==> src/rtl/pas_pkg.sv <==
/*
  Constants and carrier types for the pipelined sampling converter model.
  Assumes a 100 MHz system clock; analog levels arrive as signed millivolt words.
*/
package pas_pkg;
  localparam int PAS_DATA_W = 12;
  localparam int PAS_MV_W = 16;
  localparam int PAS_CLK_NS = 10;
  localparam int PAS_CONV_NS = 70;
  localparam int PAS_CONV_CYC = (PAS_CONV_NS + PAS_CLK_NS - 1) / PAS_CLK_NS;
  localparam int PAS_REFRESH_US = 500;
  localparam int PAS_REFRESH_CYC = (PAS_REFRESH_US * 1000) / PAS_CLK_NS;
  localparam int PAS_MIN_RATE_HZ = 20000;
  localparam int PAS_STALE_CYC = (1000000000 / PAS_MIN_RATE_HZ) / PAS_CLK_NS;
  localparam int PAS_FULL_SCALE_SHIFT = 12;
  localparam logic [PAS_MV_W-1:0] PAS_REF_HI_MV = 16'h1000;
  localparam logic [PAS_MV_W-1:0] PAS_REF_LO_MV = 16'h0800;
  localparam logic signed [PAS_DATA_W-1:0] PAS_CODE_MIN = 12'sh800;
  localparam logic signed [PAS_DATA_W-1:0] PAS_CODE_MAX = 12'sh7ff;
  localparam logic [PAS_DATA_W-1:0] PAS_WORD_RST = 12'h000;

  typedef enum logic [1:0] {
    PAS_REF_GROUND = 2'b00,
    PAS_REF_TO_REF = 2'b01,
    PAS_REF_TO_SUPPLY = 2'b10,
    PAS_REF_UNUSED = 2'b11
  } pas_ref_sel_e;

  typedef struct packed {
    logic signed [PAS_MV_W-1:0] positive_analog_input;
    logic signed [PAS_MV_W-1:0] negative_analog_input;
  } pas_sample_s;

  typedef struct packed {
    logic out_of_range_flag;
    logic [PAS_DATA_W-1:0] result_word;
  } pas_result_s;
endpackage

==> src/rtl/pas_converter.sv <==
/*
  Pipelined sampling converter digital behaviour: start-edge detection, three-deep
  result pipeline, conversion timer, idle refresh timer and decay tracking.
  Assumes conv_clk_pin, analog words and strap pins are asynchronous to clk.
*/
//
// Behaviour
// - Each rising edge of the conversion clock that comes while no conversion is running captures both analog inputs together and starts a conversion.
// - A sample's result appears on the outputs two further taken start edges plus about 70 ns after it was taken.
// - A new conversion is taken on every start edge that finds no conversion running, while older samples are still in flight,
//   one result per taken edge from the third taken edge after reset or decay.
// - After 500 us without a start edge an internal timer refreshes the dynamic logic.
// - Each result is a 12-bit two's complement word with a separate out-of-range bit.
// - Gain select high gives unity gain, low gives double gain and half the span.
// - Reference select picks 4.096 V, 2.048 V or an external reference.
// - The out-of-range bit is high exactly when the word is the most negative or most positive code.
// - A conversion once begun runs to its end and is neither aborted nor restarted.
`timescale 1ns/1ps
module pas_converter #(
  parameter int REFRESH_CYC = pas_pkg::PAS_REFRESH_CYC,
  parameter int STALE_CYC = pas_pkg::PAS_STALE_CYC
) (
  input wire logic clk,
  input wire logic rst_b,
  input wire logic conv_clk_pin,
  input wire pas_pkg::pas_sample_s analog_in,
  input wire logic gain_select,
  input wire pas_pkg::pas_ref_sel_e ref_select,
  input wire logic [pas_pkg::PAS_MV_W-1:0] ext_ref_mv,
  output pas_pkg::pas_result_s result,
  output logic refresh_pulse,
  output logic result_stale
);
  import pas_pkg::*;

  localparam int CNT_W = $clog2(REFRESH_CYC + 1);
  localparam int CONV_W = $clog2(PAS_CONV_CYC + 1);
  localparam int CONV_LAT = PAS_CONV_CYC;
  localparam int BUSY_LEN = PAS_CONV_CYC - 1;

  logic clk_meta_r, clk_sync_r, clk_prev_r;
  pas_sample_s ana_meta_r, ana_sync_r;
  logic gain_meta_r, gain_sync_r;
  pas_ref_sel_e ref_meta_r, ref_sync_r;
  logic [PAS_MV_W-1:0] ext_meta_r, ext_sync_r;

  logic start_edge;
  logic take;
  logic signed [PAS_DATA_W-1:0] q_code;
  logic [PAS_DATA_W-1:0] s0_r, s1_r, s2_r;
  logic s0_v_r, s1_v_r, s2_v_r;
  logic busy_r;
  logic [CONV_W-1:0] conv_cnt_r;
  logic done;
  logic upd;
  logic [CNT_W-1:0] idle_cnt_r;
  logic decay;

  // Pins are asynchronous; the meta stage feeds only the sync stage
  always_ff @(posedge clk or negedge rst_b) begin
    if (!rst_b) begin
      clk_meta_r <= 1'b0;
      clk_sync_r <= 1'b0;
      clk_prev_r <= 1'b0;
    end else begin
      clk_meta_r <= conv_clk_pin;
      clk_sync_r <= clk_meta_r;
      clk_prev_r <= clk_sync_r;
    end
  end

  // Word sync is safe only because the source holds levels across a start edge
  always_ff @(posedge clk or negedge rst_b) begin
    if (!rst_b) begin
      ana_meta_r <= '0;
      ana_sync_r <= '0;
      gain_meta_r <= 1'b1;
      gain_sync_r <= 1'b1;
      ref_meta_r <= PAS_REF_GROUND;
      ref_sync_r <= PAS_REF_GROUND;
      ext_meta_r <= '0;
      ext_sync_r <= '0;
    end else begin
      ana_meta_r <= analog_in;
      ana_sync_r <= ana_meta_r;
      gain_meta_r <= gain_select;
      gain_sync_r <= gain_meta_r;
      ref_meta_r <= ref_select;
      ref_sync_r <= ref_meta_r;
      ext_meta_r <= ext_ref_mv;
      ext_sync_r <= ext_meta_r;
    end
  end

  assign start_edge = clk_sync_r && !clk_prev_r;
  // An edge during a running conversion is dropped rather than restarting it
  assign take = start_edge && !busy_r;

  pas_quantiser u_quant (
    .sample(ana_sync_r),
    .gain_one(gain_sync_r),
    .ref_select(ref_sync_r),
    .ext_ref_mv(ext_sync_r),
    .code(q_code)
  );

  assign decay = !take && (idle_cnt_r == CNT_W'(STALE_CYC - 1));

  // Pipeline shifts on each taken edge; decay empties it
  always_ff @(posedge clk or negedge rst_b) begin
    if (!rst_b) begin
      s0_r <= PAS_WORD_RST;
      s1_r <= PAS_WORD_RST;
      s2_r <= PAS_WORD_RST;
      s0_v_r <= 1'b0;
      s1_v_r <= 1'b0;
      s2_v_r <= 1'b0;
    end else if (take) begin
      s0_r <= q_code;
      s1_r <= s0_r;
      s2_r <= s1_r;
      s0_v_r <= 1'b1;
      s1_v_r <= s0_v_r;
      s2_v_r <= s1_v_r;
    end else if (decay) begin
      s0_v_r <= 1'b0;
      s1_v_r <= 1'b0;
      s2_v_r <= 1'b0;
    end
  end

  // Conversion timer
  always_ff @(posedge clk or negedge rst_b) begin
    if (!rst_b) begin
      busy_r <= 1'b0;
      conv_cnt_r <= '0;
    end else if (take) begin
      busy_r <= 1'b1;
      conv_cnt_r <= CONV_W'(PAS_CONV_CYC - 2);
    end else if (busy_r) begin
      if (conv_cnt_r == '0) begin
        busy_r <= 1'b0;
      end else begin
        conv_cnt_r <= conv_cnt_r - 1'b1;
      end
    end
  end

  assign done = busy_r && (conv_cnt_r == '0);
  assign upd = done && s2_v_r;

  // Word and flag share one register, so they never disagree
  always_ff @(posedge clk or negedge rst_b) begin
    if (!rst_b) begin
      result.result_word <= PAS_WORD_RST;
      result.out_of_range_flag <= 1'b0;
    end else if (upd) begin
      result.result_word <= s2_r;
      result.out_of_range_flag <= (s2_r == PAS_CODE_MIN) || (s2_r == PAS_CODE_MAX);
    end
  end

  // Idle timer; wraps at the refresh point so refresh repeats while stopped
  always_ff @(posedge clk or negedge rst_b) begin
    if (!rst_b) begin
      idle_cnt_r <= '0;
    end else if (take) begin
      idle_cnt_r <= '0;
    end else if (idle_cnt_r == CNT_W'(REFRESH_CYC - 1)) begin
      idle_cnt_r <= '0;
    end else begin
      idle_cnt_r <= idle_cnt_r + 1'b1;
    end
  end

  always_ff @(posedge clk or negedge rst_b) begin
    if (!rst_b) begin
      refresh_pulse <= 1'b0;
    end else begin
      refresh_pulse <= !take && (idle_cnt_r == CNT_W'(REFRESH_CYC - 1));
    end
  end

  // Decay set wins over the clear from a fresh result
  always_ff @(posedge clk or negedge rst_b) begin
    if (!rst_b) begin
      result_stale <= 1'b0;
    end else if (decay) begin
      result_stale <= 1'b1;
    end else if (upd) begin
      result_stale <= 1'b0;
    end
  end

  AST_SAMPLE_BOTH: assert property (@(posedge clk) disable iff (!rst_b)
    take |=> (s0_r == $past(q_code)) && s0_v_r)
    else $error("Sample not captured on start edge");

  AST_CONV_TIME: assert property (@(posedge clk) disable iff (!rst_b)
    (take && s1_v_r && !decay) |-> ##CONV_LAT (result.result_word == $past(s1_r, 7)))
    else $error("Result not output after conversion time");

  AST_BUSY_HOLD: assert property (@(posedge clk) disable iff (!rst_b)
    take |=> busy_r [*6] ##1 !busy_r)
    else $error("Conversion length wrong");

  // A reload of the timer mid-conversion would show up as a count that fails to step down
  AST_NO_RESTART: assert property (@(posedge clk) disable iff (!rst_b)
    (busy_r && (conv_cnt_r != '0)) |=> busy_r && (conv_cnt_r == $past(conv_cnt_r) - 1'b1))
    else $error("Conversion restarted while busy");

  AST_PIPE_ADVANCE: assert property (@(posedge clk) disable iff (!rst_b)
    (take && s0_v_r) |=> s1_v_r && (s1_r == $past(s0_r)))
    else $error("Pipeline did not advance");

  AST_OF_MATCH: assert property (@(posedge clk) disable iff (!rst_b)
    result.out_of_range_flag ==
      ((result.result_word == PAS_CODE_MIN) || (result.result_word == PAS_CODE_MAX)))
    else $error("Out-of-range flag disagrees with word");

  AST_HOLD: assert property (@(posedge clk) disable iff (!rst_b)
    !upd |=> $stable(result))
    else $error("Result changed without an update");

  AST_REFRESH: assert property (@(posedge clk) disable iff (!rst_b)
    refresh_pulse |-> ($past(idle_cnt_r) == CNT_W'(REFRESH_CYC - 1)) && $past(!take))
    else $error("Refresh at wrong idle count");

  AST_DECAY: assert property (@(posedge clk) disable iff (!rst_b)
    decay |=> result_stale && !s0_v_r && !s2_v_r)
    else $error("Decay not recorded");

  AST_TAKE_LEN: assert property (@(posedge clk) disable iff (!rst_b)
    take |-> ##BUSY_LEN done)
    else $error("Conversion did not end in time");

  COV_TAKE: cover property (@(posedge clk) disable iff (!rst_b) take);
  COV_UPDATE: cover property (@(posedge clk) disable iff (!rst_b) upd);
  COV_OVERFLOW: cover property (@(posedge clk) disable iff (!rst_b)
    upd ##1 result.out_of_range_flag);
  COV_REFRESH: cover property (@(posedge clk) disable iff (!rst_b) refresh_pulse);
endmodule

==> src/rtl/pas_quantiser.sv <==
/*
  Quantiser: turns one differential sample into a saturated two's complement code.
  Assumes inputs are stable in the cycle they are used; purely combinational.
*/
`timescale 1ns/1ps
module pas_quantiser (
  input wire pas_pkg::pas_sample_s sample,
  input wire logic gain_one,
  input wire pas_pkg::pas_ref_sel_e ref_select,
  input wire logic [pas_pkg::PAS_MV_W-1:0] ext_ref_mv,
  output logic signed [pas_pkg::PAS_DATA_W-1:0] code
);
  import pas_pkg::*;

  logic signed [PAS_MV_W:0] diff;
  logic signed [31:0] num;
  logic signed [31:0] den;
  logic signed [31:0] quo;

  // Both inputs are differenced from the same captured word
  assign diff = 17'(sample.positive_analog_input) - 17'(sample.negative_analog_input);

  always_comb begin
    num = 32'(diff) <<< PAS_FULL_SCALE_SHIFT;
    if (!gain_one) begin
      num = num <<< 1;
    end
    case (ref_select)
      PAS_REF_TO_REF: den = 32'(PAS_REF_LO_MV);
      PAS_REF_TO_SUPPLY: den = (ext_ref_mv == '0) ? 32'sh1 : 32'(ext_ref_mv);
      default: den = 32'(PAS_REF_HI_MV);
    endcase
    quo = num / den;
    // Saturate so the extreme codes double as the out-of-range marks
    if (quo > 32'(PAS_CODE_MAX)) begin
      code = PAS_CODE_MAX;
    end else if (quo < 32'(PAS_CODE_MIN)) begin
      code = PAS_CODE_MIN;
    end else begin
      code = quo[PAS_DATA_W-1:0];
    end
  end
endmodule

==> config.mk <==
export PLATFORM = sky130hd
export DESIGN_NAME = pas_converter
export DESIGN_NICKNAME = d
export VERILOG_FILES = /design/src/rtl/pas_pkg.sv /design/src/rtl/pas_converter.sv /design/src/rtl/pas_quantiser.sv
export SDC_FILE = /design/constraint.sdc
export NUM_CORES = 1
export LEC_CHECK = 0
export ABC_AREA = 1
export ABC_CLOCK_PERIOD_IN_PS = 102300
export BUFFER_PORTS_ARGS = -buffer_cell sky130_fd_sc_hd__buf_2
export CAP_MARGIN = 20
export CORE_MARGIN = 4
export CORE_UTILIZATION = 55
export DETAILED_ROUTE_END_ITERATION = 12
export PLACE_DENSITY = 0.72
export SYNTH_ARGS = -nofsm -noshare
export SYNTH_HDL_FRONTEND = slang
export SYNTH_SLANG_ARGS = --single-unit
==> constraint.sdc <==
create_clock -name clk -period 102.3 [get_ports clk]
set_clock_uncertainty 0.05 [all_clocks]
set_input_delay 0 -clock clk [delete_from_list [all_inputs] [get_ports clk]]
set_output_delay 0 -clock clk [all_outputs]
set_load 0.05 [all_outputs]
After elaboration in Yosys (flattened, before gate mapping)
Index checks and enable logic that the tools add are counted.
Widths: inputs -> output; s select.
{"block": "totals", "ff_bits": 179, "out_inout_bits": 15, "elab_cells": 74, "input_bits": 54}
{"block": "op_classes", "n_reduce_logical": 16, "order_cmp": 2, "n_mux": 19, "div": 1, "n_eq_ne": 7, "n_addsub": 3}
{"operator": "$pmux 32 s2", "n": 1}
{"operator": "$mux 16", "n": 3}
{"operator": "$div 32x32->32", "n": 1}
{"operator": "$gt 32x12->1 const B", "n": 1}
{"operator": "$lt 32x12->1 const B", "n": 1}
{"operator": "$mux 29", "n": 1}
{"operator": "$mux 12", "n": 2}
{"operator": "$sub 16x16->17", "n": 1}
{"operator": "$add 16x1->16 const B", "n": 1}
{"operator": "$eq 16x13->1 const B", "n": 1}
{"operator": "$eq 16x16->1 const B", "n": 1}
{"operator": "$logic_not 16->1", "n": 1}
{"operator": "$eq 12x11->1 const B", "n": 1}
{"operator": "$eq 12x12->1 const B", "n": 1}
{"operator": "$mux 1", "n": 9}
{"operator": "$mux 3", "n": 3}
{"operator": "$logic_and 1x1->1", "n": 6}
{"operator": "$reduce_bool 2->1", "n": 3}
{"operator": "$logic_not 1->1", "n": 3}
{"operator": "$logic_not 3->1", "n": 1}
{"operator": "$sub 3x1->3 const B", "n": 1}
{"operator": "$eq 2x1->1 const B", "n": 1}
{"operator": "$eq 2x2->1 const B", "n": 1}
{"operator": "$ne 2x2->1 const B", "n": 1}
{"operator": "2 further kinds", "n": 2}

Depth between registers and ports, before layout
{"block": "depth", "word_depth": 7, "depth_mapped": 637, "ltp_nobuf": 594}

Hierarchy
A second synthesis with hierarchy kept.
{"block": "hier_totals", "hier_cells": 5242, "hier_area_um2": 32586.3}
{"mod": "pas_quantiser", "seq_area_each_um2": 0.0, "n_inst": 1, "cells_per_inst": 4765, "area_per_inst_um2": 26771.9}
{"mod": "pas_converter", "seq_area_each_um2": 4481.8, "n_inst": 1, "cells_per_inst": 477, "area_per_inst_um2": 5814.3}

Worst setup path after synthesis
No wires, ideal clock.
{"block": "synth_timing", "path_kind": "register to register", "startpoint": "reg ref_sync_r[0]", "endpoint": "reg s0_r[4]", "slack_ns": 22.665, "stages_incl_launch_ff": 610, "required_time_ns": 102.177, "t_arrival_ns": 79.512, "period_less_slack_ns": 79.635, "path_buffers": 52, "setup_time_ns": 0.073, "path_cell_list": "dfrtp_1 inv_1 ha_1 nand2_1 clkbuf_1 buf_1 ha_1 nor2_1 nor2_1 nand3_1 inv_1 ha_1 o21ai_0 nand2_1 nand2_2 nor2_1 ha_1 inv_1 (+574 left out) nand3_1 nor2_1 nand4_1 nor2_1 inv_2 o21ai_1 o21ai_1 xor2_1 nor2_1 nand3_1 nor2_1 nand3_1 nor2_1 nand3_1 o21bai_2 buf_8 nand2_1 a21oi_2"}
{"block": "synth_via", "elab_chain_cells": 6, "word_cells_on_any_way": 8, "classes_between": "div (1); order compare (2); eq/ne (2); mux (3)"}
{"element": "start: declaration", "line": "pas_converter.sv:44", "rtl": "pas_ref_sel_e ref_meta_r, ref_sync_r;"}
{"element": "start signal: assignment", "line": "pas_converter.sv:89", "rtl": "ref_sync_r <= ref_meta_r;"}
{"element": "$eq 2x2->1 / $eq 2x1->1 (equally long branches)", "line": "pas_quantiser.sv:28", "rtl": "case (ref_select)"}
{"element": "$pmux 32 s2 (*)", "line": "pas_quantiser.sv:28"}
{"element": "$div 32x32->32 (*)", "line": "pas_quantiser.sv:33", "rtl": "quo = num / den;"}
{"element": "$lt 32x12->1", "line": "pas_quantiser.sv:37", "rtl": "end else if (quo < 32'(PAS_CODE_MIN)) begin"}
{"element": "$mux 12", "line": "pas_quantiser.sv:37"}
{"element": "$mux 12 (*)", "line": "pas_quantiser.sv:35", "rtl": "if (quo > 32'(PAS_CODE_MAX)) begin"}
{"element": "end signal: assignment", "line": "pas_converter.sv:119", "rtl": "s0_r <= q_code;"}
{"element": "end: declaration", "line": "pas_converter.sv:50", "rtl": "logic [PAS_DATA_W-1:0] s0_r, s1_r, s2_r;"}
Mark *: on every way between the ends. The rest lies on a longest branch, timed or not.
A chain may end at the register's enable or synchronous reset.

Worst setup path in the final report
{"block": "layout_timing", "startpoint": "reg ref_sync_r[0]", "endpoint": "reg s0_r[0]"}
The elaborated chain is that of the path after synthesis.

==> flow_metrics.py <==
metrics = {
    "sta": {
        "fin_crit_sh_pct": 88.39,
        "hold_viol_final": 0,
        "final_max_slew_viol_count": 0,
        "max_freq_ghz": 0.01106,
        "setup_tns_ns": 0,
        "worst-slew-pin-transition_ns": 0.8654,
        "rsz0062_at_grt": "false",
        "setup_viol": 0,
        "slew-limit-headroom_pct": 41.92,
        "period_minus_slack_ns": 90.42,
    },
    "cells_and_area": {
        "layout_commonest_cell": "nand2_1",
        "final_nets": 5786,
        "multi_input_area_um2": 25090,
        "area_growth_pct": 6.147,
        "antenna_cells": 0,
        "fillers": 5827,
        "seqCellArea_um2": 4482,
        "layout_common_cells": "nand2_1, inv_1, ha_1, o21ai_0, nor2_1",
        "drive_above_1_share_pct": 10.19,
    },
    "clock_tree": {
        "cts_buffer_depth": 2,
        "clockRootBuffer": "clkbuf_16",
        "htreeDepth": 4,
        "clk_pin_slew_ns": 0.07,
        "cts_tree": "yes",
        "clk-insertion-delay-late_ns": 0.44,
        "post_cts_buffers": 0,
        "cts-buffers-inserted": 17,
        "cts_sinks": 179,
    },
    "route": {
        "routed_via_density": 5.423,
        "route.detailed.drc": 0,
        "drt_first_pass_iters": 6,
        "vias": 33140,
        "drt_iter0_markers": 2280,
        "wl_per_cell_um": 14.30,
        "final_antenna_net_count": 0,
        "wirelength_um": 87380,
    },
    "placed_design": {
        "io_buffers": 68,
        "place_congestion": 0.9432,
        "dpl.hpwl_um": 69490,
    },
    "floorplan": {
        "ios": 69,
        "rows": 89,
        "die_h_um": 253.7,
        "core_um2": 59350,
        "initial_utilization_pct": 55.93,
        "die_x_um": 253.7,
        "dieArea_um2": 64350,
    },
    "setup_path": {
        "cp_common_cell": "nand2_1",
        "crit_path_max_incr_delay_ns": 0.69,
        "r2r_slack_ns": 11.88,
        "rr_worst_depth": 565,
        "crit_required_ns": 102.55,
        "cp_top_family": "compound AO/OA/AOI/OAI gates",
        "path_buf_inv": 83,
        "path_max_fanout": 34,
        "cp-end-kind": "register",
        "r2r-start": "ref_sync_r[0]",
        "worstPathArrival_ns": 90.67,
        "rr_endpoint": "s0_r[0]",
        "slowest_stage": "o21ai_1",
        "crit_type": "reg -> reg",
        "start_kind": "register",
    },
    "synth": {
        "yosysWarnings": 0,
        "synth-seq-cells": 179,
        "synth_area_leaders": "ha_1, nand2_1, dfrtp_1",
        "synth_ff_type": "dfrtp_1",
        "synth_top_area_share_pct": 15.23,
        "synth.distinct_cells": 73,
        "syn_inst": 5259,
        "synth.avg_cell_area_um2": 6.312,
        "synth_top_area_cell": "ha_1",
        "async_flop_share_pct": 100.0,
        "ys_seq_area_share_pct": 13.50,
        "synth_edf_count": 0,
        "synth_area_um2": 33200,
    },
    "global_routing": {
        "grt_pass1_wl_um": 145900,
        "antenna_found_initial": 1,
        "grt_pass1_vias": 30670,
        "gr-total-overflow": 0,
        "grt_max_degree": 65,
        "track_usage_pct": 26.79,
    },
    "outcome": {
        "outcome": "finished, final reports clean",
    },
    "worst_hold_path": {
        "hp-class": "in -> async",
    },
    "job": {
        "max-cap-violations": 0,
    },
}
-- layer usage --
| metal | GRT usage, % | vias up | wire (um) |
|---|---|---|---|
| li1 | - | 17340 | - |
| met1 | 36.53 | 14860 | 40930 |
| met2 | 45.35 | 778 | 39570 |
| met3 | 2.661 | 168 | 4234 |
| met4 | 7.586 | 0 | 2645 |
| met5 | 0 | - | 0 |
-- kinds of logic after synthesis --
family,Yosys count,share of synthesized area [%]
adders and majority gates,406,15.35
DFF,179,13.50
other,1,0.01130
and+or+nand+nor,2520,35.49
AOI/OAI and AO/OA,916,15.74
xor gates and xnor gates,338,8.918
muxes,1,0.03015
buffers and inverters,898,10.96
-- registers in the layout, summed over array words and instances, names as in the netlist, 3 cells and up --
name / count
s0_r: 12
conv_cnt_r: 3
s1_r: 12
ana_sync_r: 32
ana_meta_r: 32
idle_cnt_r: 16
ext_sync_r: 16
s2_r: 12
result: 13
ext_meta_r: 16
-- layout make-up --
| class | count | share of cell area, % |
|---|---|---|
| well taps | 773 | 2.745 |
| repair buffers | 148 | 3.064 |
| flip-flops and latches | 179 | 12.72 |
| multi-input cells | 4183 | 71.20 |
| inverters | 797 | 8.557 |
| clock inverters | 15 | 0.5113 |
| clock buffers | 17 | 1.207 |
-- worst reg2reg max path: cells and delay by family, from the launching register on --
kind / cells / cell delay [ns]
AND/OR/NAND/NOR: 243 / 28.02
AO/OA/AOI/OAI: 204 / 41.36
adder cells (fa/ha/maj): 34 / 10.79
flip-flops: 1 / 0.36
buffers and inverters: 83 / 9.62
XOR/XNOR: 1 / 0.12
-- how the worst max path moves through the flow --
stage                   start  endpoint  slack, ns  cells after the start
5_1_grt         ref_sync_r[0]   s0_r[0]       0.91                    567
3_3_place_gp   ext_sync_r[13]   s0_r[0]      15.45                    560
2_1_floorplan   ref_sync_r[0]   s0_r[4]      22.67                    609
4_1_cts         ref_sync_r[0]   s0_r[0]      12.62                    565
6_report        ref_sync_r[0]   s0_r[0]      11.88                    565
3_5_place_dp    ref_sync_r[0]   s0_r[0]      12.86                    565
-- per-stage QoR --
| step | util, % | setup WS [ns] | std cells | hold slack (ns) | area [um^2] |
|---|---|---|---|---|---|
| final | 59.37 | 11.88 | 6112 | 0.04422 | 35240 |
| after detailed placement | 57.46 | 12.86 | 6027 | -0.04093 | 34100 |
| after CTS | 59.37 | 12.62 | 6112 | 0.05003 | 35240 |
| after global placement | 57.46 | 15.45 | 6027 | -0.04364 | 34100 |
| after global routing | 59.37 | 0.9120 | 6112 | 0.1050 | 35240 |
| after floorplan | - | 22.67 | 5260 | -0.3456 | 33200 |
-- what timing repair did --
item,4_1_cts,5_1_grt
resized for setup,0,0
hold endpoints to repair,115,0
hold buffers,53,0
-- Yosys cell counts (8+ instances only) --
cell         n
o221ai_1     9
ha_1       404
nand3_4     12
o21ai_0    380
o21ai_2     20
nor2_2      29
clkinv_1    13
a221oi_1     8
nand2_2     80
or2_2       43
nand2_1   1343
nand3_2     57
buf_6       16
o21bai_1    45
inv_1      710
o31ai_1     10
a21o_1      42
dfrtp_1    177
nor2_4      31
o21ai_1     33
inv_2       66
nor2_1     364
o211ai_1    14
nand4_1    100
xor2_1     181
a21oi_2     20
buf_2        8
a21oi_1    292
nor4_1      22
nor3_1      39
nand2_4     33
clkbuf_1    58
xnor2_1    157
nand3b_1     8
nand3_1    330
and2_1       8
Power is not shown: default switching activity piles up to over one toggle a cycle in this logic, so the estimate is an artifact.
